## src/common/sac_pkg.sv

```systemverilog
// shared constants and types of the converter control block
// assumes a 200 MHz aclk and an AXI4-Lite register slave with 12 address bits
package sac_pkg;
  // ==========================================================
  // timing
  localparam int CLK_NS = 5;
  localparam int SAMPLE_NS = 100;
  localparam int STEP_NS = 20;
  localparam int SAMPLE_CYC = (SAMPLE_NS + CLK_NS - 1) / CLK_NS;
  localparam int STEP_CYC = (STEP_NS + CLK_NS - 1) / CLK_NS;
  // ==========================================================
  // sizes and register indices (byte address is four times the index)
  localparam int RES_W = 10;
  localparam int AW = 12;
  localparam logic [31:0] IDX_MODE = 32'hFFFFF200;
  localparam logic [31:0] IDX_CHSEL = 32'hFFFFF201;
  localparam logic [31:0] IDX_RES = 32'hFFFFF202;
  localparam logic [31:0] IDX_RESH = 32'hFFFFF203;
  localparam logic [31:0] IDX_PFM = 32'hFFFFF204;
  localparam logic [31:0] IDX_PFT = 32'hFFFFF205;
  localparam logic [31:0] IDX_STAT = 32'hFFFFF206;
  // ==========================================================
  // reset values, write masks, codes
  localparam logic [7:0] RST_MODE = 8'h00;
  localparam logic [7:0] RST_CHSEL = 8'h00;
  localparam logic [7:0] RST_PFM = 8'h00;
  localparam logic [7:0] RST_PFT = 8'h00;
  localparam logic [7:0] MODE_WMASK = 8'hF8;
  localparam logic [7:0] CHSEL_WMASK = 8'hF7;
  localparam logic [7:0] PFM_WMASK = 8'hC0;
  localparam logic [1:0] SPD_HS_A = 2'h1;
  localparam logic [1:0] SPD_HS_B = 2'h2;
  localparam logic [1:0] RESP_OKAY = 2'h0;
  localparam logic [1:0] RESP_SLVERR = 2'h2;
  // ==========================================================
  // register layouts
  typedef struct packed {
    logic conversion_enable;
    logic reference_gen_enable;
    logic [1:0] speed_sel;
    logic scan_mode;
    logic [2:0] rsv;
  } sac_mode_t;
  typedef struct packed {
    logic edge_sel_hi;
    logic edge_sel_lo;
    logic trigger_source_sel;
    logic hw_source_sel;
    logic rsv;
    logic [2:0] channel_code;
  } sac_chsel_t;
  typedef struct packed {
    logic threshold_compare_enable;
    logic compare_direction;
    logic [5:0] rsv;
  } sac_pfm_t;
  typedef enum logic [1:0] {ST_OFF, ST_WAIT, ST_CONV} sac_ctl_st_t;
  typedef enum logic [1:0] {CS_IDLE, CS_SAMP, CS_BIT} sac_core_st_t;
  // ==========================================================
  // helpers
  function automatic logic [AW-1:0] sac_addr(input logic [31:0] idx);
    return {idx[AW-3:0], 2'h0};
  endfunction
  function automatic logic sac_cmp_pass(input sac_pfm_t m, input logic [7:0] hi,
                                        input logic [7:0] thr);
    return !m.threshold_compare_enable || (m.compare_direction ? (hi < thr) : (hi >= thr));
  endfunction
endpackage

```

## src/rtl/sac_top.sv

```systemverilog
// converter control top: AXI4-Lite registers, trigger, scan and threshold
// assumes an external sample/hold, tap ladder and comparator driven by these pins
`timescale 1ns/1ps
`default_nettype none
module sac_top import sac_pkg::*; #(
  parameter int SAMPLE_CYCLES = SAMPLE_CYC,
  parameter int STEP_CYCLES = STEP_CYC
) (
  input wire logic aclk,
  input wire logic aresetn,
  input wire logic ce,
  input wire logic [AW-1:0] s_axi_awaddr,
  input wire logic s_axi_awvalid,
  output logic s_axi_awready,
  input wire logic [31:0] s_axi_wdata,
  input wire logic [3:0] s_axi_wstrb,
  input wire logic s_axi_wvalid,
  output logic s_axi_wready,
  output logic [1:0] s_axi_bresp,
  output logic s_axi_bvalid,
  input wire logic s_axi_bready,
  input wire logic [AW-1:0] s_axi_araddr,
  input wire logic s_axi_arvalid,
  output logic s_axi_arready,
  output logic [31:0] s_axi_rdata,
  output logic [1:0] s_axi_rresp,
  output logic s_axi_rvalid,
  input wire logic s_axi_rready,
  input wire logic external_trigger_pin,
  input wire logic timer_compare_event,
  input wire logic cmp_ge,
  output logic [2:0] analog_ch_q,
  output logic sample_q,
  output logic [RES_W-1:0] tap_q,
  output logic conversion_end_irq_q,
  output logic reference_gen_enable_q
);
  if (SAMPLE_CYCLES < 1 || STEP_CYCLES < 1) begin : g_chk
    $error("timing counts must be at least one");
  end
  // ==========================================================
  // register addresses
  localparam logic [AW-1:0] A_MODE = sac_addr(IDX_MODE);
  localparam logic [AW-1:0] A_CHSEL = sac_addr(IDX_CHSEL);
  localparam logic [AW-1:0] A_RES = sac_addr(IDX_RES);
  localparam logic [AW-1:0] A_RESH = sac_addr(IDX_RESH);
  localparam logic [AW-1:0] A_PFM = sac_addr(IDX_PFM);
  localparam logic [AW-1:0] A_PFT = sac_addr(IDX_PFT);
  localparam logic [AW-1:0] A_STAT = sac_addr(IDX_STAT);

  sac_mode_t mode_q;
  sac_chsel_t chsel_q;
  sac_pfm_t pfm_q;
  logic [7:0] pft_q;
  logic [RES_W-1:0] res_q;
  sac_ctl_st_t st_q, st_d;
  logic [2:0] ch_d;
  logic start_c, abort_c;
  logic hw_trig, core_done, core_busy;

  // ==========================================================
  // AXI4-Lite write channel
  logic aw_full_q, w_full_q, awready_q, wready_q, bvalid_q;
  logic [AW-1:0] waddr_q;
  logic [7:0] wbyte_q;
  logic wstb_q;
  logic [1:0] bresp_q;
  wire aw_hs = s_axi_awvalid & awready_q;
  wire w_hs = s_axi_wvalid & wready_q;
  // address and data may arrive in either order
  wire wr_go = (aw_full_q | aw_hs) & (w_full_q | w_hs) & ~bvalid_q;
  wire [AW-1:0] wa = aw_hs ? s_axi_awaddr : waddr_q;
  wire [7:0] wd = w_hs ? s_axi_wdata[7:0] : wbyte_q;
  wire ws = w_hs ? s_axi_wstrb[0] : wstb_q;
  wire wsel_mode = wa == A_MODE;
  wire wsel_chsel = wa == A_CHSEL;
  wire wsel_pfm = wa == A_PFM;
  wire wsel_pft = wa == A_PFT;
  wire wr_known = wsel_mode | wsel_chsel | wsel_pfm | wsel_pft;
  wire ctl_wr = wr_go & wr_known;
  wire aw_full_d = (aw_full_q | aw_hs) & ~wr_go;
  wire w_full_d = (w_full_q | w_hs) & ~wr_go;
  wire bvalid_d = wr_go | (bvalid_q & ~s_axi_bready);

  // handshake state; readies drop while a half or a response is pending
  always_ff @(posedge aclk) begin
    if (!aresetn) begin
      aw_full_q <= 1'b0;
      w_full_q <= 1'b0;
      awready_q <= 1'b0;
      wready_q <= 1'b0;
      bvalid_q <= 1'b0;
      bresp_q <= RESP_OKAY;
    end else if (ce) begin
      aw_full_q <= aw_full_d;
      w_full_q <= w_full_d;
      awready_q <= ~aw_full_d & ~bvalid_d;
      wready_q <= ~w_full_d & ~bvalid_d;
      bvalid_q <= bvalid_d;
      if (wr_go) bresp_q <= wr_known ? RESP_OKAY : RESP_SLVERR;
    end
  end

  // holding registers for whichever half came first
  always_ff @(posedge aclk) begin
    if (!aresetn) begin
      waddr_q <= '0;
      wbyte_q <= 8'h00;
      wstb_q <= 1'b0;
    end else if (ce) begin
      if (aw_hs) waddr_q <= s_axi_awaddr;
      if (w_hs) wbyte_q <= s_axi_wdata[7:0];
      if (w_hs) wstb_q <= s_axi_wstrb[0];
    end
  end

  // control registers; only byte lane 0 carries data
  always_ff @(posedge aclk) begin
    if (!aresetn) begin
      mode_q <= sac_mode_t'(RST_MODE);
      chsel_q <= sac_chsel_t'(RST_CHSEL);
      pfm_q <= sac_pfm_t'(RST_PFM);
      pft_q <= RST_PFT;
    end else if (ce && wr_go && ws) begin
      if (wsel_mode) mode_q <= sac_mode_t'(wd & MODE_WMASK);
      if (wsel_chsel) chsel_q <= sac_chsel_t'(wd & CHSEL_WMASK);
      if (wsel_pfm) pfm_q <= sac_pfm_t'(wd & PFM_WMASK);
      if (wsel_pft) pft_q <= wd;
    end
  end
  assign s_axi_awready = awready_q;
  assign s_axi_wready = wready_q;
  assign s_axi_bvalid = bvalid_q;
  assign s_axi_bresp = bresp_q;
  assign reference_gen_enable_q = mode_q.reference_gen_enable;

  // ==========================================================
  // AXI4-Lite read channel
  logic arready_q, rvalid_q;
  logic [31:0] rdata_q;
  logic [1:0] rresp_q;
  wire ar_hs = s_axi_arvalid & arready_q;
  wire rvalid_d = ar_hs | (rvalid_q & ~s_axi_rready);
  wire [AW-1:0] ra = s_axi_araddr;
  wire [7:0] stat_w = {st_q == ST_CONV, st_q == ST_WAIT, 3'h0, analog_ch_q};
  wire rd_known = (ra == A_MODE) | (ra == A_CHSEL) | (ra == A_RES) | (ra == A_RESH)
                | (ra == A_PFM) | (ra == A_PFT) | (ra == A_STAT);
  // result reads left-justified; high view is the top eight bits
  wire [31:0] rd_word =
      (ra == A_MODE) ? {24'h000000, mode_q} :
      (ra == A_CHSEL) ? {24'h000000, chsel_q} :
      (ra == A_RES) ? {16'h0000, res_q, 6'h00} :
      (ra == A_RESH) ? {24'h000000, res_q[9:2]} :
      (ra == A_PFM) ? {24'h000000, pfm_q} :
      (ra == A_PFT) ? {24'h000000, pft_q} :
      (ra == A_STAT) ? {24'h000000, stat_w} : 32'h00000000;

  // one read in flight; data sampled at the address handshake
  always_ff @(posedge aclk) begin
    if (!aresetn) begin
      arready_q <= 1'b0;
      rvalid_q <= 1'b0;
      rdata_q <= 32'h00000000;
      rresp_q <= RESP_OKAY;
    end else if (ce) begin
      arready_q <= ~rvalid_d;
      rvalid_q <= rvalid_d;
      if (ar_hs) rdata_q <= rd_word;
      if (ar_hs) rresp_q <= rd_known ? RESP_OKAY : RESP_SLVERR;
    end
  end
  assign s_axi_arready = arready_q;
  assign s_axi_rvalid = rvalid_q;
  assign s_axi_rdata = rdata_q;
  assign s_axi_rresp = rresp_q;

  // ==========================================================
  // conversion control
  wire conv_en = mode_q.conversion_enable;
  wire hs = (mode_q.speed_sel == SPD_HS_A) | (mode_q.speed_sel == SPD_HS_B);
  wire hw_mode = chsel_q.trigger_source_sel;
  // select mode stays on channel n; scan runs 0..n and wraps
  wire [2:0] first_ch = mode_q.scan_mode ? 3'h0 : chsel_q.channel_code;
  wire [2:0] next_ch = !mode_q.scan_mode ? chsel_q.channel_code :
                       (analog_ch_q == chsel_q.channel_code) ? 3'h0 : analog_ch_q + 3'h1;
  // a control write in normal speed is the software's fault and aborts nothing
  wire hs_wr = hs & ctl_wr;
  wire fin = (st_q == ST_CONV) & core_done & conv_en & ~hs_wr;
  wire pass = sac_cmp_pass(pfm_q, tap_q[9:2], pft_q);

  // state selection; abandon and abort outrank completion
  always_comb begin
    st_d = st_q;
    ch_d = analog_ch_q;
    start_c = 1'b0;
    abort_c = 1'b0;
    unique case (st_q)
      ST_OFF: if (conv_en) begin
        ch_d = first_ch;
        if (hw_mode) begin
          st_d = ST_WAIT;
        end else begin
          st_d = ST_CONV;
          start_c = 1'b1;
        end
      end
      ST_WAIT: if (!conv_en) begin
        st_d = ST_OFF;
      end else if (hw_trig) begin
        st_d = ST_CONV;
        start_c = 1'b1;
      end
      ST_CONV: if (!conv_en) begin
        st_d = ST_OFF;
        abort_c = 1'b1;
      end else if (hs_wr) begin
        // re-entry through the off state picks up the new settings
        st_d = ST_OFF;
        abort_c = 1'b1;
      end else if (core_done) begin
        ch_d = next_ch;
        if (!hw_mode || hw_trig) begin
          start_c = 1'b1;
        end else begin
          st_d = ST_WAIT;
        end
      end else if (hs && hw_trig) begin
        ch_d = first_ch;
        start_c = 1'b1;
      end
    endcase
  end

  always_ff @(posedge aclk) begin
    if (!aresetn) begin
      st_q <= ST_OFF;
      analog_ch_q <= 3'h0;
    end else if (ce) begin
      st_q <= st_d;
      analog_ch_q <= ch_d;
    end
  end

  // result latch and threshold-gated end event
  always_ff @(posedge aclk) begin
    if (!aresetn) begin
      res_q <= '0;
      conversion_end_irq_q <= 1'b0;
    end else if (ce) begin
      if (fin) res_q <= tap_q;
      conversion_end_irq_q <= fin & pass;
    end
  end

  // ==========================================================
  // submodules
  sac_trig_det u_trig (
    .aclk(aclk),
    .aresetn(aresetn),
    .ce(ce),
    .pin(external_trigger_pin),
    .timer_evt(timer_compare_event),
    .cs(chsel_q),
    .armed(conv_en),
    .trig_q(hw_trig)
  );

  sac_sar_core #(.SAMP(SAMPLE_CYCLES), .STEP(STEP_CYCLES)) u_core (
    .aclk(aclk),
    .aresetn(aresetn),
    .ce(ce),
    .start(start_c),
    .abort(abort_c),
    .cmp_ge(cmp_ge),
    .sample_q(sample_q),
    .tap_q(tap_q),
    .done_q(core_done),
    .busy_q(core_busy)
  );
endmodule
`default_nettype wire

```

## src/rtl/sac_trig_det.sv

```systemverilog
// hardware trigger detection: external pin edge or timer event
// assumes pin and timer event are synchronous to aclk
`timescale 1ns/1ps
`default_nettype none
module sac_trig_det import sac_pkg::*; (
  input wire logic aclk,
  input wire logic aresetn,
  input wire logic ce,
  input wire logic pin,
  input wire logic timer_evt,
  input wire sac_chsel_t cs,
  input wire logic armed,
  output logic trig_q
);
  // ==========================================================
  // edge and source selection
  logic pin_q;
  wire rise = pin & ~pin_q;
  wire fall = ~pin & pin_q;
  // hi bit picks rising, lo bit falling, both for either, none for 00
  wire edge_hit = (cs.edge_sel_hi & rise) | (cs.edge_sel_lo & fall);
  wire src_hit = cs.hw_source_sel ? timer_evt : edge_hit;
  // source bits only count in hardware trigger operation
  wire hit = armed & cs.trigger_source_sel & src_hit;

  // pin history and registered trigger pulse
  always_ff @(posedge aclk) begin
    if (!aresetn) begin
      pin_q <= 1'b0;
      trig_q <= 1'b0;
    end else if (ce) begin
      pin_q <= pin;
      trig_q <= hit;
    end
  end
endmodule
`default_nettype wire

```

## src/rtl/sac_sar_core.sv

```systemverilog
// successive approximation sequencer: sample, hold, ten trial bits
// assumes an analog comparator answers cmp_ge within STEP cycles of a tap change
`timescale 1ns/1ps
`default_nettype none
module sac_sar_core import sac_pkg::*; #(
  parameter int SAMP = SAMPLE_CYC,
  parameter int STEP = STEP_CYC
) (
  input wire logic aclk,
  input wire logic aresetn,
  input wire logic ce,
  input wire logic start,
  input wire logic abort,
  input wire logic cmp_ge,
  output logic sample_q,
  output logic [RES_W-1:0] tap_q,
  output logic done_q,
  output logic busy_q
);
  localparam int CW = $clog2((SAMP > STEP ? SAMP : STEP) + 1);
  if (SAMP < 1 || STEP < 1) begin : g_chk
    $error("sample and step counts must be at least one");
  end
  // ==========================================================
  // trial bit helper
  function automatic logic [RES_W-1:0] bitmask(input logic [3:0] b);
    return RES_W'(1) << b;
  endfunction

  sac_core_st_t st_q;
  logic [CW-1:0] cnt_q;
  logic [3:0] bit_q;
  wire [RES_W-1:0] decided = cmp_ge ? tap_q : (tap_q & ~bitmask(bit_q));

  // abort beats start; start while busy restarts from sampling
  always_ff @(posedge aclk) begin
    if (!aresetn) begin
      st_q <= CS_IDLE;
      cnt_q <= '0;
      bit_q <= 4'h0;
      tap_q <= '0;
      sample_q <= 1'b0;
      done_q <= 1'b0;
    end else if (ce) begin
      done_q <= 1'b0;
      if (abort) begin
        st_q <= CS_IDLE;
        sample_q <= 1'b0;
      end else if (start) begin
        st_q <= CS_SAMP;
        sample_q <= 1'b1;
        cnt_q <= CW'(SAMP - 1);
      end else begin
        unique case (st_q)
          CS_IDLE: ;
          CS_SAMP: if (cnt_q == '0) begin
            sample_q <= 1'b0;
            tap_q <= bitmask(4'h9);
            bit_q <= 4'h9;
            cnt_q <= CW'(STEP - 1);
            st_q <= CS_BIT;
          end else begin
            cnt_q <= cnt_q - CW'(1);
          end
          CS_BIT: if (cnt_q != '0) begin
            cnt_q <= cnt_q - CW'(1);
          end else if (bit_q == 4'h0) begin
            tap_q <= decided;
            done_q <= 1'b1;
            st_q <= CS_IDLE;
          end else begin
            tap_q <= decided | bitmask(bit_q - 4'h1);
            bit_q <= bit_q - 4'h1;
            cnt_q <= CW'(STEP - 1);
          end
        endcase
      end
    end
  end
  assign busy_q = (st_q != CS_IDLE);
endmodule
`default_nettype wire

```

## config.mk

```make
export PLATFORM = sky130hd
export DESIGN_NAME = sac_top
export DESIGN_NICKNAME = d
export VERILOG_FILES = /design/src/common/sac_pkg.sv /design/src/rtl/sac_top.sv /design/src/rtl/sac_trig_det.sv /design/src/rtl/sac_sar_core.sv
export SDC_FILE = /design/constraint.sdc
export NUM_CORES = 1
export LEC_CHECK = 0
export BUFFER_PORTS_ARGS = -buffer_cell sky130_fd_sc_hd__buf_2
export CAP_MARGIN = 20
export CORE_MARGIN = 10
export CORE_UTILIZATION = 53
export DETAILED_ROUTE_END_ITERATION = 10
export PLACE_DENSITY_LB_ADDON = 0.08
export SLEW_MARGIN = 20
export SYNTH_ARGS = -nofsm -noshare
export SYNTH_HDL_FRONTEND = slang
export SYNTH_SLANG_ARGS = --single-unit
```

## constraint.sdc

```tcl
create_clock -name aclk -period 6.2 [get_ports aclk]
set_clock_uncertainty 0.05 [all_clocks]
set_input_delay 0.62 -clock aclk [delete_from_list [all_inputs] [get_ports aclk]]
set_output_delay 0.62 -clock aclk [all_outputs]
set_load 0.005 [all_outputs]
```

=== Word-level counts from Yosys, hierarchy flattened ===
Index checks and enable logic that the tools add are counted.

* Register bits after elaboration: 127
* Bits in latches: 0
* Output and inout port bits: 57
* RAM bits: 0
* Bits in read-only memories: 0
* Memories: 0

* $lt $le $gt $ge: 2
* $mul: 0
* Reductions and logical operators: 31
* Shift-type cells: 2
* Multiplexer cells: 74
* Div/mod/pow operators: 0
* Bitwise gates (word level): 54
* Equal/unequal tests: 32
* Add/subtract/negate cells: 3

{| class="wikitable"
|+ Operator list
! cell !! count
|-
| $eq 12x12->1 const B || 11
|-
| $mux 16 || 3
|-
| $mux 10 || 4
|-
| $mux 8 || 5
|-
| $mux 2 || 15
|-
| $mux 1 || 24
|-
| $mux 3 || 8
|-
| $and 1x1->1 || 23
|-
| $mux 5 || 4
|-
| $pmux 10 s2 || 1
|-
| $shl 1x4->10 const A || 2
|-
| $or 1x1->1 || 15
|-
| $reduce_and 2->1 || 7
|-
| $not 1->1 || 13
|-
| $mux 12 || 1
|-
| $mux 4 || 3
|-
| $ne 4x3->1 const B || 3
|-
| $reduce_and 6->1 || 2
|-
| $and 10x10->10 || 1
|-
| $ne 2x2->1 const B || 5
|-
| $not 10->10 || 1
|-
| $or 10x10->10 || 1
|-
| $pmux 5 s2 || 1
|-
| $reduce_and 5->1 || 2
|-
| other kinds (31) || 43
|}

=== Longest topological paths before layout ===
* Depth after elaboration: 13
* Depth in mapped cells: 10
* Depth with buffers taken out: 8

=== Hierarchy ===
Synthesis repeated with hierarchy kept, for this count alone.

* Cell total of the unflattened synthesis: 709
* Area, all modules: 5,967.0 um^2

{| class="wikitable"
|+ Modules (own cells, without submodules)
! module !! sequential area each (um^2) !! cells each !! instances !! area an instance (um^2)
|-
| sac_top || 1,681.6 || 526 || 1 || 4,411.7
|-
| sac_sar_core || 460.4 || 170 || 1 || 1,445.1
|-
| sac_trig_det || 40.0 || 13 || 1 || 110.1
|}

=== Least setup slack after synthesis ===
OpenSTA, ideal clock, no wires.

* Path kind: input to register
* From: in s_axi_awaddr[7]
* To: reg chsel_q[1] (netlist bit)
* Data required time: 6,035 ps
* Stages: 7
* Data arrival time: 2,526 ps
* Setup slack: 3,509 ps
* Setup time: 115 ps
* Cell sequence: or4_4 > or4_4 > a2111oi_4 > nand2_2 > buf_6 > nand3_2 > o21ai_2

* Longest elaborated chain between the ends: 3

{| class="wikitable"
|+ Ends and longest elaborated chain
! item !! line !! RTL
|-
| from (decl) || sac_top.sv:12 || <nowiki>input wire logic [AW-1:0] s_axi_awaddr,</nowiki>
|-
| $mux 12 || - ||
|-
| $eq 12x12->1 || sac_top.sv:76 || <nowiki>wire wsel_chsel = wa == A_CHSEL;</nowiki>
|-
| $reduce_and 2->1 (no source line) || - ||
|-
| to (signal assigned) || sac_top.sv:121 || <nowiki>chsel_q <= sac_chsel_t'(RST_CHSEL);</nowiki>
|-
| to (signal assigned) || sac_top.sv:126 || <nowiki>if (wsel_chsel) chsel_q <= sac_chsel_t'(wd & CHSEL_WMASK);</nowiki>
|-
| to (decl) || sac_top.sv:52 || <nowiki>sac_chsel_t chsel_q;</nowiki>
|}

Every way passes these cells.
A chain may end at the register's enable or synchronous reset.

=== Worst setup path in the final report ===
* From: in s_axi_awaddr[7]
* To: reg u_core.bit_q[0]

* Longest elaborated chain between the ends: 12
* Elaborated cells between the ends (all ways): 19
* Those cells by class: eq/ne (4); mux (7); bitwise (7); reduce/logical (1)

{| class="wikitable"
|+ Ends and longest elaborated chain
! item !! line !! RTL
|-
| $mux 12 * || - ||
|-
| $eq 12x12->1 (on tied branches) || sac_top.sv:75, sac_top.sv:76 ||
|-
| $or 1x1->1 (2 in a row) || sac_top.sv:79 || <nowiki>wire wr_known = wsel_mode | wsel_chsel | wsel_pfm | wsel_pft;</nowiki>
|-
| $or 1x1->1 * || sac_top.sv:79 ||
|-
| $and 1x1->1 * || sac_top.sv:80 || <nowiki>wire ctl_wr = wr_go & wr_known;</nowiki>
|-
| $and 1x1->1 * || sac_top.sv:187 || <nowiki>wire hs_wr = hs & ctl_wr;</nowiki>
|-
| $mux 1 || sac_top.sv:216 || <nowiki>end else if (hs_wr) begin</nowiki>
|-
| $mux 1 || sac_top.sv:213 || <nowiki>ST_CONV: if (!conv_en) begin</nowiki>
|-
| $pmux 1 s3 or $mux 1 (tied branches) || sac_top.sv:197 || <nowiki>unique case (st_q)</nowiki>
|-
| $not 1->1 (no source line) || - ||
|-
| $reduce_and 7->1 (no source line) * || - ||
|-
| to (signal assigned) || sac_sar_core.sv:73 || <nowiki>bit_q <= bit_q - 4'h1;</nowiki>
|-
| to (decl) || sac_sar_core.sv:32 || <nowiki>logic [3:0] bit_q;</nowiki>
|}

Every way passes the cells marked *; elsewhere a longest branch is shown, timed or not.

==> impl_metrics.yaml <==
worst_setup_path:
  cp-start-kind: "input port"
  reg2reg_slack_ns: 3.40
  worstPathArrival_ns: 3.04
  critPathKind: "in -> reg"
  required_ns: 6.42
  critPathCaptureType: "flip-flop"
  cp_max_fo: 17
  worstRegToRegCells: 8
  r2r-end: "u_core.bit_q[1]$_SDFFE_PN0P_"
  reg2reg_from: "st_q[0]$_SDFFE_PN0P_"
cells_and_area:
  fillCellCount: 989
  postLayoutCellArea_um2: 6290
  mostFrequentLayoutCells: "dfxtp_1 (109), nand2_1 (93), buf_2 (82), a21oi_1 (64)"
  area_growth_pct: 9.73
  nets: 856
  final_util_pct: 60.4
  final_common_cell: "dfxtp_1"
  multi_input_area_um2: 3220
  regArea_um2: 2180
  antenna_cells: 0
  drive_gt1_share_pct: 18.3
sta:
  rsz0062_at_grt: "false"
  period_share_pct: 45.6
  worst_pin_slew_ns: 1.03
  fmax_ghz: 0.354
  finalHoldWorstSlack_ns: 0.411
  slew_violations: 0
  finalSetupViolCount: 0
  max_slew_margin_pct: 30.9
  report.final.hold_viol_count: 0
  setup_tns_ns: 0
  period_needed_ns: 2.83
power_and_ir_drop:
  peakVddDrop_mv: 0.121
  power_w: 0.00119
  p_leak_nw: 2.39
  p_per_area_nw_per_um2: 188
floorplanning:
  row_count: 37
  start_util_pct: 55.1
  coreArea_um2: 10400
  die_height_um: 124
  die_area_um2: 15400
  ioPinCount: 128
  die_x_um: 124
route:
  drt_iter0_markers: 366
  viasPerCell: 5.83
  drc: 0
  wirelength_mm: 15.1
  postRouteAntennaNets: 0
  avgRoutedWirePerCell_um: 16.7
  drtPass1Iterations: 5
  vias: 5261
worst_hold_path:
  hold_path.startpoint: "wbyte_q[4]$_SDFFE_PN0P_"
  holdPathEnd: "wbyte_q[4]$_SDFFE_PN0P_"
  hold_path.class: "reg -> reg"
  holdPathStages: 2
clock_tree:
  htreeDepth: 3
  worstSkewPairLatency_ns: 0.37
  cts_buffers: 9
  cts_tree: "yes"
  cts.sinks: 109
  clk_path_buf_depth: 2
  clk_pin_slew_ns: 0.10
  ctsHoldBuffers: 0
  cts_resized: 0
  cts.root.buffer_cell: "clkbuf_8"
  cts_setup_buffers: 0
yosys:
  syn-cell-area_um2: 5730
  synth-main-ff-cell: "dfxtp_1"
  ys_ff_latch: 109
  syn_area_per_cell_um2: 8.16
  ys_seq_area_share_pct: 38.1
  async_flop_share_pct: 0
  synth_cell_types: 63
  postSynthCellCount: 703
  synth_edf_count: 0
  ys_warn_count: 0
global_route:
  overflow: 0
  antenna_found_initial: 0
  grt_pass1_vias: 4987
  track_usage_pct: 19.1
  grt_start_max_net_pins: 61
  grt_pass1_wl_mm: 24.2
status:
  outcome: "finished clean"
placement:
  place_hpwl_mm: 11.3
  gp_congestion: 0.915
  place_area_um2: 6130
  numPortBuffers: 82
run:
  drv_cap: 0
## flip-flops by register name (all words and copies together) (netlist names), 2 cells and up
name / cells
waddr_q: 12
st_q: 2
chsel_q: 6
res_q: 10
wbyte_q: 8
u_core.bit_q: 4
s_axi_rdata: 16
pfm_q: 2
u_core.cnt_q: 5
analog_ch_q: 3
mode_q: 3
u_core.st_q: 2
u_core.tap_q: 10
pft_q: 8
## stage by stage
| step | setup slack [ns] | cells |
|---|---|---|
| after floorplan | 3.51 | 720 |
| after global placement | 3.02 | 888 |
| after CTS | 3.39 | 903 |
| after detailed placement | 2.99 | 888 |
| final | 3.37 | 903 |
| after global routing | 3.09 | 903 |
## cell type report
type / count / share of cell area [%]
clock buffers: 11 / 2.09
flip-flops and latches: 109 / 34.7
inverters: 30 / 1.79
repair buffers: 86 / 7.00
well taps: 136 / 2.70
multi-input cells: 527 / 51.2
clock inverters: 4 / 0.537
## cell usage after synthesis (4+ instances only)
cell type / n / share of area, %
or4_1: 4 / 0.52
inv_1: 30 / 2.0
nand2_1: 93 / 6.1
o31ai_1: 5 / 0.65
buf_4: 18 / 2.4
a21oi_1: 64 / 5.6
and3_1: 7 / 0.76
nand2b_1: 10 / 1.1
o2bb2ai_1: 6 / 0.92
or3_1: 6 / 0.65
nand3_1: 49 / 4.3
o22ai_1: 4 / 0.44
nor4_1: 6 / 0.65
clkbuf_1: 29 / 1.9
ha_1: 22 / 4.8
o21ai_2: 7 / 1.1
a22oi_1: 13 / 1.7
nand4_1: 8 / 0.87
mux2i_1: 18 / 3.1
nor3_1: 7 / 0.61
o21ai_1: 8 / 0.70
nor2_1: 49 / 3.2
mux2_2: 10 / 2.0
nor2b_1: 9 / 0.98
dfxtp_1: 109 / 38
o211ai_1: 6 / 0.79
a31oi_1: 11 / 1.2
xnor2_1: 4 / 0.61
o21ai_0: 25 / 2.2
## kinds of logic (layout without fill, tap and decap cells)
family | after synthesis | count (layout) | synth area share (%)
buffers and inverters | 84 | 131 | 6.98
AOI/OAI and AO/OA | 182 | 182 | 21.0
adders and majority gates | 22 | 22 | 4.80
DFF | 109 | 109 | 38.1
muxes | 28 | 28 | 5.11
and+or+nand+nor | 272 | 272 | 23.2
xor gates and xnor gates | 5 | 5 | 0.764
other | 1 | 18 | 0.0654
## layer usage
layer  vias to the layer above  global-route usage, %  part of all wire [%]  wire length, µm
li1                       2595                      -                     -                -
met1                      2511                   24.9                    46             6870
met2                       144                   31.5                    47             7100
met3                        11                   3.98                   6.3              952
met4                         0                   5.18                  0.84              127
met5                         -                      0                     0                0
## critical path, stage by stage
cell	delay [ns]
buf_2	0.10
or4_4	0.53
nor4_1	0.53
o211ai_2	0.24
nand3_1	0.52
a31oi_1	0.17
o221a_2	0.32
## how the worst max path moves through the flow
stage	from	to	cells past startpoint
floorplan	s_axi_awaddr[7]	chsel_q[1]$_SDFFE_PN0P_	7
global placement	s_axi_awaddr[7]	u_core.bit_q[0]$_SDFFE_PN0P_	7
detailed placement	s_axi_awaddr[7]	u_core.bit_q[0]$_SDFFE_PN0P_	7
CTS	s_axi_awaddr[7]	u_core.bit_q[0]$_SDFFE_PN0P_	7
global route	s_axi_awaddr[7]	u_core.bit_q[0]$_SDFFE_PN0P_	7
finish	s_axi_awaddr[7]	u_core.bit_q[0]$_SDFFE_PN0P_	7
## power by group
part           leakage (nW)  internal, W  switching, W  total (W)
clock network        0.0800     0.000148      0.000239   0.000387
registers             0.880     0.000708    0.00000542   0.000713
logic                  1.43    0.0000301     0.0000555  0.0000857
Note: power is estimated with default switching activity, not from simulation.
